[src/design/dtm_pkg.sv]
// Package for the dual timer mode control block
package dtm_pkg;
    // ======================================================
    // Register indices (printed offsets are not word aligned)
    localparam logic [7:0] DTM_IDX_MODE = 8'h89;
    localparam logic [7:0] DTM_IDX_A_HIGH = 8'h8c;
    localparam logic [7:0] DTM_IDX_B_HIGH = 8'h8d;
    localparam logic [7:0] DTM_IDX_A_LOW = 8'h8a;
    localparam logic [7:0] DTM_IDX_B_LOW = 8'h8b;
    localparam logic [7:0] DTM_IDX_CTRL = 8'h88;
    localparam logic [7:0] DTM_IDX_IRQCFG = 8'he4;
    localparam logic [7:0] DTM_IDX_CLKCTL = 8'h8e;
    // ======================================================
    // Mode register fields
    localparam int DTM_B_GATE_BIT = 7;
    localparam int DTM_B_SRC_BIT = 6;
    localparam int DTM_B_MODE_LSB = 4;
    localparam int DTM_A_GATE_BIT = 3;
    localparam int DTM_A_SRC_BIT = 2;
    localparam int DTM_A_MODE_LSB = 0;
    // Control register fields (run bits and overflow flags)
    localparam int DTM_A_RUN_BIT = 4;
    localparam int DTM_A_OVF_BIT = 5;
    localparam int DTM_B_RUN_BIT = 6;
    localparam int DTM_B_OVF_BIT = 7;
    localparam int DTM_A2_OVF_BIT = 0;
    // Irq config polarity bits, clock control select bits
    localparam int DTM_A_POL_BIT = 3;
    localparam int DTM_B_POL_BIT = 7;
    localparam int DTM_A_CLKSEL_BIT = 2;
    localparam int DTM_B_CLKSEL_BIT = 3;
    localparam int DTM_PRESCALE_LSB = 0;
    // ======================================================
    // Reset values
    localparam logic [7:0] DTM_RST_BYTE = 8'h00;
    // ======================================================
    // Mode encodings
    localparam logic [1:0] DTM_MODE_13 = 2'h0;
    localparam logic [1:0] DTM_MODE_16 = 2'h1;
    localparam logic [1:0] DTM_MODE_RELOAD = 2'h2;
    localparam logic [1:0] DTM_MODE_SPECIAL = 2'h3;
    localparam logic [4:0] DTM_LOW13_MAX = 5'h1f;
    localparam logic [1:0] AXI_OKAY = 2'h0;
    localparam logic [1:0] AXI_SLVERR = 2'h2;
endpackage

[src/design/dtm_timer.sv]
// Dual counter/timer with shared mode register on an AXI4-Lite slave
// ======================================================
`timescale 1ns/1ps
`default_nettype none
module dtm_timer
    import dtm_pkg::*;
#(
    parameter int ADDR_W = 12
) (
    input wire logic clock,
    input wire logic rst,
    input wire logic timer_a_count_pin,
    input wire logic timer_b_count_pin,
    input wire logic ext_irq_a_pin,
    input wire logic ext_irq_b_pin,
    input wire logic [ADDR_W-1:0] s_axi_awaddr,
    input wire logic s_axi_awvalid,
    output logic s_axi_awready,
    input wire logic [31:0] s_axi_wdata,
    input wire logic [3:0] s_axi_wstrb,
    input wire logic s_axi_wvalid,
    output logic s_axi_wready,
    output logic [1:0] s_axi_bresp,
    output logic s_axi_bvalid,
    input wire logic s_axi_bready,
    input wire logic [ADDR_W-1:0] s_axi_araddr,
    input wire logic s_axi_arvalid,
    output logic s_axi_arready,
    output logic [31:0] s_axi_rdata,
    output logic [1:0] s_axi_rresp,
    output logic s_axi_rvalid,
    input wire logic s_axi_rready
);
    // ======================================================
    // State
    typedef struct packed {
        logic [2:0] pin_a;
        logic [2:0] pin_b;
        logic [2:0] irq_a;
        logic [2:0] irq_b;
        logic gate_a;
        logic gate_b;
        logic cnt_a;
        logic cnt_b;
        logic [7:0] mode;
        logic [7:0] ctrl;
        logic [7:0] irqcfg;
        logic [7:0] clkctl;
        logic [7:0] prescale;
        logic [7:0] a_low;
        logic [7:0] a_high;
        logic [7:0] b_low;
        logic [7:0] b_high;
        logic aw_have;
        logic [ADDR_W-1:0] aw_addr;
        logic w_have;
        logic [31:0] w_data;
        logic [3:0] w_strb;
        logic bvalid;
        logic [1:0] bresp;
        logic rvalid;
        logic [31:0] rdata;
        logic [1:0] rresp;
    } dtm_state_t;

    dtm_state_t s_q;
    dtm_state_t s_d;

    logic run_a;
    logic run_b;
    logic tick_pre;
    logic fall_a;
    logic fall_b;
    logic inc_a;
    logic inc_b;
    logic inc_a2;
    logic [1:0] mode_a;
    logic [1:0] mode_b;
    logic ovf_a;
    logic ovf_b;
    logic ovf_a2;
    logic [7:0] a_low_n;
    logic [7:0] a_high_n;
    logic [7:0] b_low_n;
    logic [7:0] b_high_n;
    logic wr_go;
    logic [7:0] wr_idx;
    logic [7:0] wbyte;
    logic [7:0] rd_idx;

    // Count step for one timer; shared by both halves of mode logic
    function automatic logic [16:0] dtm_step(
        input logic [1:0] mode,
        input logic [7:0] low,
        input logic [7:0] high
    );
        logic [16:0] r;
        r = {1'b0, high, low};
        unique case (mode)
            DTM_MODE_13: begin
                if (low[4:0] == DTM_LOW13_MAX) begin
                    r = {(high == 8'hff), high + 8'h01, 3'h0, 5'h00};
                end else begin
                    r = {1'b0, high, 3'h0, low[4:0] + 5'h01};
                end
            end
            DTM_MODE_16: begin
                r = {1'b0, high, low} + 17'h00001;
            end
            DTM_MODE_RELOAD: begin
                if (low == 8'hff) begin
                    r = {1'b1, high, high};
                end else begin
                    r = {1'b0, high, low + 8'h01};
                end
            end
            DTM_MODE_SPECIAL: begin
                r = {(low == 8'hff), high, low + 8'h01};
            end
        endcase
        return r;
    endfunction

    // ======================================================
    // Event detection and run qualification
    always_comb begin
        mode_a = s_q.mode[DTM_A_MODE_LSB +: 2];
        mode_b = s_q.mode[DTM_B_MODE_LSB +: 2];
        // Synchronisers: bits 2 and 1 agree before a change counts
        fall_a = (s_q.pin_a[2:1] == 2'b00) && s_q.cnt_a;
        fall_b = (s_q.pin_b[2:1] == 2'b00) && s_q.cnt_b;
        // Internal clock: prescaled tick or full system clock
        tick_pre = (s_q.prescale == 8'h00);
        // Polarity bit 1 means active high
        run_a = s_q.ctrl[DTM_A_RUN_BIT] && (!s_q.mode[DTM_A_GATE_BIT]
            || (s_q.gate_a == s_q.irqcfg[DTM_A_POL_BIT]));
        run_b = s_q.ctrl[DTM_B_RUN_BIT] && (!s_q.mode[DTM_B_GATE_BIT]
            || (s_q.gate_b == s_q.irqcfg[DTM_B_POL_BIT]));
        inc_a = run_a && (s_q.mode[DTM_A_SRC_BIT] ? fall_a
            : (s_q.clkctl[DTM_A_CLKSEL_BIT] || tick_pre));
        inc_b = run_b && (mode_b != DTM_MODE_SPECIAL)
            && (s_q.mode[DTM_B_SRC_BIT] ? fall_b
            : (s_q.clkctl[DTM_B_CLKSEL_BIT] || tick_pre));
        // Split mode: upper half borrows timer B's run bit, always timed
        inc_a2 = (mode_a == DTM_MODE_SPECIAL) && s_q.ctrl[DTM_B_RUN_BIT]
            && (s_q.clkctl[DTM_A_CLKSEL_BIT] || tick_pre);
        {ovf_a, a_high_n, a_low_n} = {1'b0, s_q.a_high, s_q.a_low};
        ovf_a2 = 1'b0;
        if (inc_a) begin
            {ovf_a, a_high_n, a_low_n} =
                dtm_step(mode_a, s_q.a_low, s_q.a_high);
            if (mode_a == DTM_MODE_SPECIAL) begin
                a_high_n = s_q.a_high;
            end
        end
        if (inc_a2) begin
            a_high_n = s_q.a_high + 8'h01;
            ovf_a2 = (s_q.a_high == 8'hff);
        end
        {ovf_b, b_high_n, b_low_n} = {1'b0, s_q.b_high, s_q.b_low};
        if (inc_b) begin
            {ovf_b, b_high_n, b_low_n} =
                dtm_step(mode_b, s_q.b_low, s_q.b_high);
        end
        wr_idx = s_q.aw_addr[9:2];
        rd_idx = s_axi_araddr[9:2];
        wr_go = s_q.aw_have && s_q.w_have && !s_q.bvalid;
        wbyte = s_q.w_strb[0] ? s_q.w_data[7:0] : 8'h00;
    end

    // ======================================================
    // Next state
    always_comb begin
        s_d = s_q;
        s_d.pin_a = {s_q.pin_a[1:0], timer_a_count_pin};
        s_d.pin_b = {s_q.pin_b[1:0], timer_b_count_pin};
        s_d.irq_a = {s_q.irq_a[1:0], ext_irq_a_pin};
        s_d.irq_b = {s_q.irq_b[1:0], ext_irq_b_pin};
        // Gate level moves only once flops two and three agree
        if (s_q.irq_a[2] == s_q.irq_a[1]) begin
            s_d.gate_a = s_q.irq_a[2];
        end
        if (s_q.irq_b[2] == s_q.irq_b[1]) begin
            s_d.gate_b = s_q.irq_b[2];
        end
        // Armed once a settled high is seen, so one fall counts once
        if (s_q.pin_a[2:1] == 2'b11) begin
            s_d.cnt_a = 1'b1;
        end else if (fall_a) begin
            s_d.cnt_a = 1'b0;
        end
        if (s_q.pin_b[2:1] == 2'b11) begin
            s_d.cnt_b = 1'b1;
        end else if (fall_b) begin
            s_d.cnt_b = 1'b0;
        end
        s_d.prescale = tick_pre
            ? s_q.clkctl[DTM_PRESCALE_LSB +: 2] * 8'h04 + 8'h03
            : s_q.prescale - 8'h01;
        s_d.a_low = a_low_n;
        s_d.a_high = a_high_n;
        s_d.b_low = b_low_n;
        s_d.b_high = b_high_n;
        // AXI write address and data may arrive in either order
        if (s_axi_awvalid && !s_q.aw_have) begin
            s_d.aw_have = 1'b1;
            s_d.aw_addr = s_axi_awaddr;
        end
        if (s_axi_wvalid && !s_q.w_have) begin
            s_d.w_have = 1'b1;
            s_d.w_data = s_axi_wdata;
            s_d.w_strb = s_axi_wstrb;
        end
        if (wr_go) begin
            s_d.aw_have = 1'b0;
            s_d.w_have = 1'b0;
            s_d.bvalid = 1'b1;
            s_d.bresp = AXI_OKAY;
            if (s_q.w_strb[0]) begin
                unique case (wr_idx)
                    DTM_IDX_MODE: s_d.mode = wbyte;
                    DTM_IDX_A_HIGH: s_d.a_high = wbyte;
                    DTM_IDX_B_HIGH: s_d.b_high = wbyte;
                    DTM_IDX_A_LOW: s_d.a_low = wbyte;
                    DTM_IDX_B_LOW: s_d.b_low = wbyte;
                    DTM_IDX_IRQCFG: s_d.irqcfg = wbyte;
                    DTM_IDX_CLKCTL: s_d.clkctl = wbyte;
                    DTM_IDX_CTRL: begin
                        // Flags: write 0 clears, write 1 keeps
                        s_d.ctrl = wbyte & 8'h5e | (wbyte & s_q.ctrl & 8'ha1);
                    end
                    default: s_d.bresp = AXI_SLVERR;
                endcase
            end else if (!(wr_idx inside {DTM_IDX_MODE, DTM_IDX_A_HIGH,
                    DTM_IDX_B_HIGH, DTM_IDX_A_LOW, DTM_IDX_B_LOW,
                    DTM_IDX_IRQCFG, DTM_IDX_CLKCTL, DTM_IDX_CTRL})) begin
                s_d.bresp = AXI_SLVERR;
            end
        end
        if (s_q.bvalid && s_axi_bready) begin
            s_d.bvalid = 1'b0;
        end
        // Hardware set wins over a same-cycle software clear
        if (ovf_a) begin
            s_d.ctrl[DTM_A_OVF_BIT] = 1'b1;
        end
        if (ovf_a2) begin
            s_d.ctrl[DTM_B_OVF_BIT] = 1'b1;
        end
        if (ovf_b) begin
            s_d.ctrl[DTM_B_OVF_BIT] = 1'b1;
        end
        if (s_axi_arvalid && !s_q.rvalid) begin
            s_d.rvalid = 1'b1;
            s_d.rresp = AXI_OKAY;
            s_d.rdata = 32'h00000000;
            unique case (rd_idx)
                DTM_IDX_MODE: s_d.rdata[7:0] = s_q.mode;
                DTM_IDX_A_HIGH: s_d.rdata[7:0] = s_q.a_high;
                DTM_IDX_B_HIGH: s_d.rdata[7:0] = s_q.b_high;
                DTM_IDX_A_LOW: s_d.rdata[7:0] = s_q.a_low;
                DTM_IDX_B_LOW: s_d.rdata[7:0] = s_q.b_low;
                DTM_IDX_IRQCFG: s_d.rdata[7:0] = s_q.irqcfg;
                DTM_IDX_CLKCTL: s_d.rdata[7:0] = s_q.clkctl;
                DTM_IDX_CTRL: s_d.rdata[7:0] = s_q.ctrl;
                default: s_d.rresp = AXI_SLVERR;
            endcase
        end else if (s_q.rvalid && s_axi_rready) begin
            s_d.rvalid = 1'b0;
        end
    end

    always_ff @(posedge clock or posedge rst) begin
        if (rst) begin
            s_q <= '0;
            s_q.mode <= DTM_RST_BYTE;
            s_q.a_high <= DTM_RST_BYTE;
            s_q.b_high <= DTM_RST_BYTE;
        end else begin
            s_q <= s_d;
        end
    end

    // ======================================================
    // Bus outputs
    assign s_axi_awready = !s_q.aw_have;
    assign s_axi_wready = !s_q.w_have;
    assign s_axi_bvalid = s_q.bvalid;
    assign s_axi_bresp = s_q.bresp;
    assign s_axi_arready = !s_q.rvalid;
    assign s_axi_rvalid = s_q.rvalid;
    assign s_axi_rdata = s_q.rdata;
    assign s_axi_rresp = s_q.rresp;

    // ======================================================
    // Assertions
    ungated_run_a: assert property (@(posedge clock) disable iff (rst)
        (!s_q.mode[DTM_A_GATE_BIT] && s_q.ctrl[DTM_A_RUN_BIT]) |-> run_a)
        else $error("ungated timer A not running");
    gated_stop_a: assert property (@(posedge clock) disable iff (rst)
        (s_q.mode[DTM_A_GATE_BIT]
        && s_q.gate_a != s_q.irqcfg[DTM_A_POL_BIT]) |-> !run_a)
        else $error("gated timer A ran with pin inactive");
    timed_count_a: assert property (@(posedge clock) disable iff (rst)
        (run_a && !s_q.mode[DTM_A_SRC_BIT] && s_q.clkctl[DTM_A_CLKSEL_BIT]
        && mode_a == DTM_MODE_16 && !wr_go)
        |=> {s_q.a_high, s_q.a_low} == $past({s_q.a_high, s_q.a_low}) + 16'h1)
        else $error("timer A missed internal tick");
    b_fall_count_a: assert property (@(posedge clock) disable iff (rst)
        (s_q.mode[DTM_B_SRC_BIT] && !fall_b) |-> !inc_b)
        else $error("timer B counted without a fall");
    a_fall_count_a: assert property (@(posedge clock) disable iff (rst)
        (run_a && s_q.mode[DTM_A_SRC_BIT] && fall_a) |-> inc_a)
        else $error("timer A missed a pin fall");
    b_inactive_a: assert property (@(posedge clock) disable iff (rst)
        (mode_b == DTM_MODE_SPECIAL && !wr_go)
        |=> $stable(s_q.b_low) && $stable(s_q.b_high))
        else $error("timer B counted in inactive mode");
    reload_low_a: assert property (@(posedge clock) disable iff (rst)
        (inc_a && mode_a == DTM_MODE_RELOAD && s_q.a_low == 8'hff && !wr_go)
        |=> s_q.a_low == $past(s_q.a_high) && $stable(s_q.a_high))
        else $error("auto-reload failed");
    ovf_flag_a: assert property (@(posedge clock) disable iff (rst)
        ovf_a |=> s_q.ctrl[DTM_A_OVF_BIT])
        else $error("overflow flag not set");
    mode13_wrap_a: assert property (@(posedge clock) disable iff (rst)
        (inc_a && mode_a == DTM_MODE_13 && s_q.a_low[4:0] == 5'h1f && !wr_go)
        |=> s_q.a_low == 8'h00)
        else $error("13-bit low part did not wrap at 32");
endmodule
`default_nettype wire

[config.mk]
export PLATFORM = sky130hd
export DESIGN_NAME = dtm_timer
export DESIGN_NICKNAME = d
export VERILOG_FILES = /design/src/design/dtm_pkg.sv /design/src/design/dtm_timer.sv
export SDC_FILE = /design/constraint.sdc
export NUM_CORES = 1
export LEC_CHECK = 0
export ABC_CLOCK_PERIOD_IN_PS = 4620
export BUFFER_PORTS_ARGS = -buffer_cell sky130_fd_sc_hd__buf_2
export CAP_MARGIN = 15
export CORE_MARGIN = 1
export CORE_UTILIZATION = 50
export DETAILED_ROUTE_END_ITERATION = 12
export PLACE_DENSITY = 0.72
export SYNTH_ARGS = -nofsm -noshare
export SYNTH_HDL_FRONTEND = slang
export SYNTH_SLANG_ARGS = --single-unit
[constraint.sdc]
create_clock -name clock -period 4.62 [get_ports clock]
set_input_delay 0.924 -clock clock [delete_from_list [all_inputs] [get_ports clock]]
set_output_delay 0.924 -clock clock [all_outputs]
set_load 0.1 [all_outputs]
Word-level counts from Yosys, hierarchy flattened
Index checks and enable logic that the tools add are counted.

$add $sub $neg: 10. Eq/ne operators: 35. Muxes and demuxes: 49. Bitwise operators: 2. Reduce and logical (&&, ||, !) cells: 52.

Operator list (number): 8-bit equality test (second input constant) (20); 17-bit one-hot mux with 4 select lines (2); 8-bit 2-to-1 mux (15); 17-bit 2-to-1 mux (4); 8-bit one-hot mux with 8 select lines (1); 24-bit 2-to-1 mux (2); 37-bit 2-to-1 mux (1); 16-bit by 1-bit adder with 17-bit output (second input constant) (2); 33-bit 2-to-1 mux (1); 8-bit by 1-bit adder with 8-bit output (second input constant) (4); 32-bit 2-to-1 mux (1); 3-bit AND reduction (6); 2-bit nonzero test (9); 1-bit logical AND (16); 1-bit 2-to-1 mux (16); 8-bit OR reduction (2); 13-bit 2-to-1 mux (1); 2-bit equality test (second input constant) (6); 5-bit by 1-bit adder with 5-bit output (second input constant) (2); 5-bit equality test (second input constant) (2); 3-bit nonzero test (3); 8-bit AND (1); 2-bit logical NOT (4); 8-bit logical NOT (1); other kinds (11) (26).

Register bits after elaboration: 152.

Longest topological paths before layout
Gate-level depths: netlist of run 1.

Depth in word-level cells: 9. Gate-level depth with buffers: 9. Gate-level depth less buffers: 9.

Least setup slack after synthesis of run 1
No wires, ideal clock.

Path type: flip-flop to output port. Start: register s_q (netlist bit s_axi_rvalid). End: output s_axi_arready. Arrival: 1.597 ns. Data required time: 3.696 ns. Setup slack: 2.099 ns. Stages on the path, launching flop included: 2. Path buffers: 0. Cell sequence: dfrtp_1 > inv_1.

Word-level cells in the longest chain between the ends: 1.

Ends and longest elaborated chain: from (decl) (RTL line dtm_timer.sv:66) `dtm_state_t s_q;`; 1-bit logical NOT (RTL line dtm_timer.sv:290) `assign s_axi_arready = !s_q.rvalid;`; to (decl) (RTL line dtm_timer.sv:28) `output logic s_axi_arready,`.

Every way passes these cells.

==> reports/metrics.cfg, run 1 <==
[critical_path]
end_kind=flop
rr_startpoint=s_q[120]$_DFF_PP0_
rrSetupSlack_ns=1.87
r2r-end=s_q[104]$_DFF_PP0_
cp_max_fo=12
cp-start-kind=flop
reg2reg_depth=8
arrival_ns=3.02
crit_required_ns=4.89
critical_path_class=reg2reg

[cts]
htree_levels=4
tritoncts=built
cts_buffers=17
cts-resized-gates=0
cts_buffer_depth=2
cts.sinks=119
ctsRootBufferMaster=clkbuf_16
clkLatencyLatePin_ns=0.42
clk_pin_slew_ns=0.05
cts_hold_buffers=0
cts_setup_buffers=0

[finish]
drive_gt1_frac=0.204
stdcell_area_um2=7650
diodes=0
final_cells=917
syn_to_final_growth_pct=10.8
fillerInstances=1151
final_nets=807

[placement]
place_inst=883
place_hpwl_mm=12.5
placed_area_um2=7030
port_buffers=50
place.gp.congestion=0.903

[detailed_routing]
vias_per_cell=6.09
drtIter0Drc=474
wl_per_cell_um=19.5
vias=5582
firstDrtPassIters=5
drc=0
wirelength_mm=17.8
antenna_left=0

[grt]
grt_pass1_vias=5368
antenna_found_initial=0
grt_max_degree=63
grt_pass1_wl_mm=28.8
grt-ovfl-total=0
grt_usage=0.266

[logic_synthesis]
avgSynthCellArea_um2=9.74
async_reset_ff_frac=1.00
synth-edff-count=0
postSynthCellCount=709
syn_area_um2=6900
ys_warn_count=0
ys_ff_latch=119
synth.distinct_cells=70
synth-main-ff-cell=dfrtp_1
ys_seq_area_frac=0.431

[sta]
slew_headroom=0.243
finalSetupViolCount=0
period_share=0.596
fin_crit_ns=2.75
drv_slew=0
finalHoldViolCount=0
finClkSkew_ns=0.00789
tightest_slew_ns=1.13
clock.fmax_mhz=363
rsz0062_at_grt=false
fin_setup_tns_ns=0

[worst_hold_path]
hp-start=s_d[174]$_DFF_PP0_
worstHoldEndpoint=s_d[175]$_DFF_PP0_
whs_path_depth=0
hold_class=reg2reg

[run_status]
outcome=complete, no violations

[pwr]
p_leak_nw=3.34
powerDensity_nw_per_um2=498
peakVddDrop_uv=648

[die]
start_util=0.517
io_pins=112
die_area_um2=14300
fp.dieW_um=119
core.rowCount=42
die_y_um=119
fp.coreArea_um2=13300

[run]
max_cap_violations=0

[through the flow]
stage	power (W)	setup WS [ns]	utilization	hold slack (ns)
2_1_floorplan	0.00222	0.539	-	0.331
3_3_place_gp	0.00243	1.94	0.527	0.335
3_5_place_dp	0.00247	1.84	0.527	0.337
4_1_cts	0.00381	1.83	0.572	0.350
5_1_grt	0.00397	1.67	0.573	0.357
6_report	0.00381	1.87	0.573	0.346
[where the power goes]
part	internal (W)	total (W)	switching, W
Clock	0.000859	0.00135	0.000486
Combinational	0.000291	0.000784	0.000493
Sequential	0.00125	0.00168	0.000431
Total	0.00240	0.00381	0.00141
[flip-flops by register name, summed over array words and instances (netlist names)]
signal / flops
s_axi_rvalid: 1
s_axi_rresp: 1
s_axi_rdata: 8
s_q: 95
mode_a: 2
s_axi_bresp: 1
s_d: 8
s_axi_bvalid: 1
mode_b: 2
[layout make-up]
class	count	area (µm²)	area share
repair buffers	54	280	0.0366
inverters	15	58.8	0.00769
well taps	176	220	0.0288
flip-flops and latches	119	2980	0.389
clock inverters	12	153	0.0200
multi-input cells	521	3510	0.459
clock buffers	20	447	0.0584
[cell usage after synthesis (11+ instances only)]
library cell	n	area (µm²)
a21oi_1	24	120
nand3_1	26	130
nand2_1	76	285
buf_4	37	278
and3_1	15	93.8
nor2_1	39	146
mux2_2	43	484
o21ai_0	43	215
nor3_1	13	65.1
dfrtp_1	119	2980
a31oi_1	11	68.8
inv_1	15	56.3
mux2i_1	14	140
clkbuf_1	28	105
[worst max-delay path: stages, from the launching register on]
cell and delay (ns):
dfrtp_1 0.39, inv_1 0.08, ha_1 0.21, nor4b_4 0.44, a211o_2 0.25, nand4_1 0.47, o31ai_1 0.51, xnor2_1 0.16
o21ai_0 0.09
[worst max path at each step]
stage                                   from                    endpoint  slack [ns]  cells after the start
after detailed placement  s_q[120]$_DFF_PP0_          s_q[104]$_DFF_PP0_        1.84                      8
final                     s_q[120]$_DFF_PP0_          s_q[104]$_DFF_PP0_        1.87                      8
after global placement       s_axi_araddr[2]  s_axi_rdata[3]$_DFFE_PP0P_        1.94                      6
after global routing      s_q[120]$_DFF_PP0_          s_q[104]$_DFF_PP0_        1.67                      8
after CTS                 s_q[120]$_DFF_PP0_          s_q[104]$_DFF_PP0_        1.83                      8
after floorplan                          rst       mode_a[0]$_DFFE_PP0P_        0.54                      1
[cells in the final DEF (no fill, tap or decap), types with 9 or more instances in the layout]
| cell | synthesis | final |
|---|---|---|
| nor3_1 | 13 | 13 |
| a22o_1 | 9 | 9 |
| buf_2 | 6 | 50 |
| inv_1 | 15 | 14 |
| nand3_1 | 26 | 26 |
| nor2b_1 | 10 | 10 |
| o31ai_1 | 10 | 10 |
| a31oi_1 | 11 | 11 |
| nor2_1 | 39 | 39 |
| mux2_2 | 43 | 43 |
| and3_1 | 15 | 15 |
| xor2_1 | 10 | 10 |
| nand2_1 | 76 | 76 |
| xnor2_1 | 10 | 10 |
| o21ai_0 | 43 | 43 |
| mux2i_1 | 14 | 14 |
| clkbuf_16 | 0 | 17 |
| a21oi_1 | 24 | 24 |
| conb_1 | 1 | 26 |
| dfrtp_1 | 119 | 119 |
[metal layers]
metal	vias to the layer above	track usage	wire length [µm]
met5	-	0	0
met4	0	0.124	583
met3	46	0.0694	1630
met2	274	0.409	8190
met1	2699	0.350	7440
li1	2563	-	-
[kinds of logic (layout without fill, tap and decap cells)]
group / Yosys count / count (layout) / synth area share
AO/OA/AOI/OAI: 161 / 161 / 0.153
XOR/XNOR: 20 / 20 / 0.0254
AND/OR/NAND/NOR: 235 / 235 / 0.180
multiplexers: 67 / 67 / 0.115
flip-flops: 119 / 119 / 0.431
other: 1 / 26 / 0.000543
adder cells (fa/ha/maj): 12 / 12 / 0.0203
buffers and inverters: 94 / 101 / 0.0734
Power figures use the tool's default switching activity.
==> run 2: changes to the inputs <==
ABC_CLOCK_PERIOD_IN_PS = 2700   (was 4620)
clock period = 2.7 ns   (was 4.62 ns; I/O delays follow)
==> run 2 against run 1 <==
Against the previous run: global-route usage is essentially flat; via count grew 0.38%; setup slack got worse by 1.7 ns; utilization is 0.77 points higher; critical path type unchanged; critical endpoint is now s_q[99]$_DFF_PP0_; highest routed layer unchanged.
==> reports/metrics.cfg, run 2 (synthesis results as in run 1) <==
[run_status]
outcome=complete, no violations

[finish]
diodes=0  ; unchanged
mostFrequentLayoutCells=119 x dfrtp_1, 76 x nand2_1, 50 x buf_2
regMostFlops=s_q
final_common_cell=dfrtp_1
drive_gt1_frac=0.221  ; +0.0168
largest_reg_flops=95  ; unchanged
syn_to_final_growth_pct=12.3
final_nets=824  ; +2.1%
stdcell_area_um2=7750  ; +1.3%

[critical_path]
critical_path_class=reg2reg
rr_startpoint=s_q[120]$_DFF_PP0_
end_kind=flop
endpoint=s_q[99]$_DFF_PP0_
cp-start-kind=flop
r2r-end=s_q[99]$_DFF_PP0_
crit_start=s_q[120]$_DFF_PP0_
rrSetupSlack_ns=0.20  ; -1.67 ns
crit_required_ns=3.00  ; -1.89 ns
arrival_ns=2.80  ; -0.22 ns
reg2reg_depth=8  ; unchanged
cp_max_fo=9  ; -3

[pwr]
powerDensity_nw_per_um2=829  ; +66%
p_total_w=0.00643  ; +69%
peakVddDrop_uv=1020  ; +58%
p_leak_nw=3.42  ; +2.4%

[cts]
cts_hold_buffers=0  ; unchanged
cts-resized-gates=0  ; unchanged
cts_setup_buffers=0  ; unchanged
clkLatencyLatePin_ns=0.42  ; about the same
cts.sinks=119  ; unchanged
clk_pin_slew_ns=0.06  ; about the same
tritoncts=built
htree_levels=4  ; unchanged
cts_buffers=17  ; unchanged
cts_buffer_depth=2  ; unchanged
ctsRootBufferMaster=clkbuf_16

[detailed_routing]
vias_per_cell=6.01  ; -1.3%
drtIter0Drc=542  ; +14%
wl_per_cell_um=19.0  ; -2.2%
wirelength_mm=17.7  ; -0.52%
firstDrtPassIters=6  ; +1
vias=5603  ; +0.38%
drc=0  ; unchanged
antenna_left=0  ; unchanged

[sta]
finalSetupViolCount=0  ; unchanged
fin_crit_ns=2.50  ; -0.255 ns
period_share=0.926  ; +0.330
rsz0062_at_grt=false
slew_headroom=0.476  ; +0.233
finalHoldViolCount=0  ; unchanged
clock.fmax_mhz=400  ; +10%
drv_slew=0  ; unchanged
fin_setup_tns_ns=0  ; unchanged
tightest_slew_ns=0.785  ; -0.347 ns
finClkSkew_ns=0.00826  ; +0.000370 ns

[grt]
antenna_found_initial=0  ; unchanged
grt_max_degree=120  ; +90%
grt_usage=0.265  ; about the same
grt_pass1_wl_mm=28.9  ; +0.36%
grt-ovfl-total=0  ; unchanged
grt_pass1_vias=5404  ; +0.67%

[die]
die_area_um2=14300  ; unchanged
start_util=0.517  ; unchanged
fp.coreArea_um2=13300  ; unchanged
die_y_um=119  ; unchanged
fp.dieW_um=119  ; unchanged
core.rowCount=42  ; unchanged
io_pins=112  ; unchanged

[run]
max_cap_violations=0  ; unchanged

[placement]
placed_area_um2=7190  ; +2.2%
place_hpwl_mm=12.4  ; -0.69%
place.gp.congestion=0.936  ; +3.7%
port_buffers=50  ; unchanged

[worst_hold_path]
hold_class=in2reg

==> run 2: metrics by stage <==
stage / cells / util / hold slack (ns) / setup WS (ns)
5_1_grt: 933 / 0.581 / 0.216 / 0.0154
4_1_cts: 933 / 0.581 / 0.216 / 0.190
2_1_floorplan: 734 / - / 0.331 / 0.263
3_3_place_gp: 902 / 0.539 / 0.333 / 0.295
3_5_place_dp: 902 / 0.539 / 0.337 / 0.204
6_report: 933 / 0.581 / 0.223 / 0.201
==> run 2: how the worst min path moves through the flow <==
stage / slack (ns) / depth (start not counted) / to / startpoint
after detailed placement: 0.34 / 0 / s_d[175]$_DFF_PP0_ / s_d[174]$_DFF_PP0_
after floorplan: 0.33 / 0 / s_d[166]$_DFF_PP0_ / s_d[165]$_DFF_PP0_
final: 0.22 / 1 / s_d[174]$_DFF_PP0_ / timer_a_count_pin
after global routing: 0.22 / 1 / s_d[174]$_DFF_PP0_ / timer_a_count_pin
after CTS: 0.22 / 1 / s_d[174]$_DFF_PP0_ / timer_a_count_pin
after global placement: 0.33 / 0 / s_d[169]$_DFF_PP0_ / s_d[168]$_DFF_PP0_
==> run 2: layout make-up <==
| cell class | instances | area (µm²) |
|---|---|---|
| clock buffer | 23 | 488 |
| clock inverter | 8 | 72.6 |
| fill | 1165 | 5600 |
| inverter | 15 | 60.1 |
| multi-input combinational | 521 | 3510 |
| sequential | 119 | 2980 |
| tap | 176 | 220 |
| timing repair buffer | 71 | 420 |
==> run 2: layer usage <==
layer	global-route usage	up-vias	routed length, µm
li1	-	2582	-
met1	0.364	2729	7820
met2	0.397	252	8020
met3	0.0694	40	1420
met4	0.114	0	486
met5	0	-	0
==> run 2: worst max-delay path, cell delays in order (launching register included) <==
cell and delay [ns]:
dfrtp_1 0.37, inv_1 0.07, ha_1 0.24, nor4b_4 0.17, a211oi_1 0.50, or2_0 0.57
nor3_1 0.13, a211oi_1 0.26, a21oi_1 0.07
==> run 2: where the power goes <==
| part | switching (W) | total, W | internal (W) | leakage [nW] |
|---|---|---|---|---|
| Combinational | 0.000915 | 0.00147 | 0.000554 | 1.60 |
| Sequential | 0.000675 | 0.00282 | 0.00214 | 1.55 |
| Clock | 0.000790 | 0.00214 | 0.00135 | 0.271 |
| Total | 0.00238 | 0.00643 | 0.00404 | 3.42 |
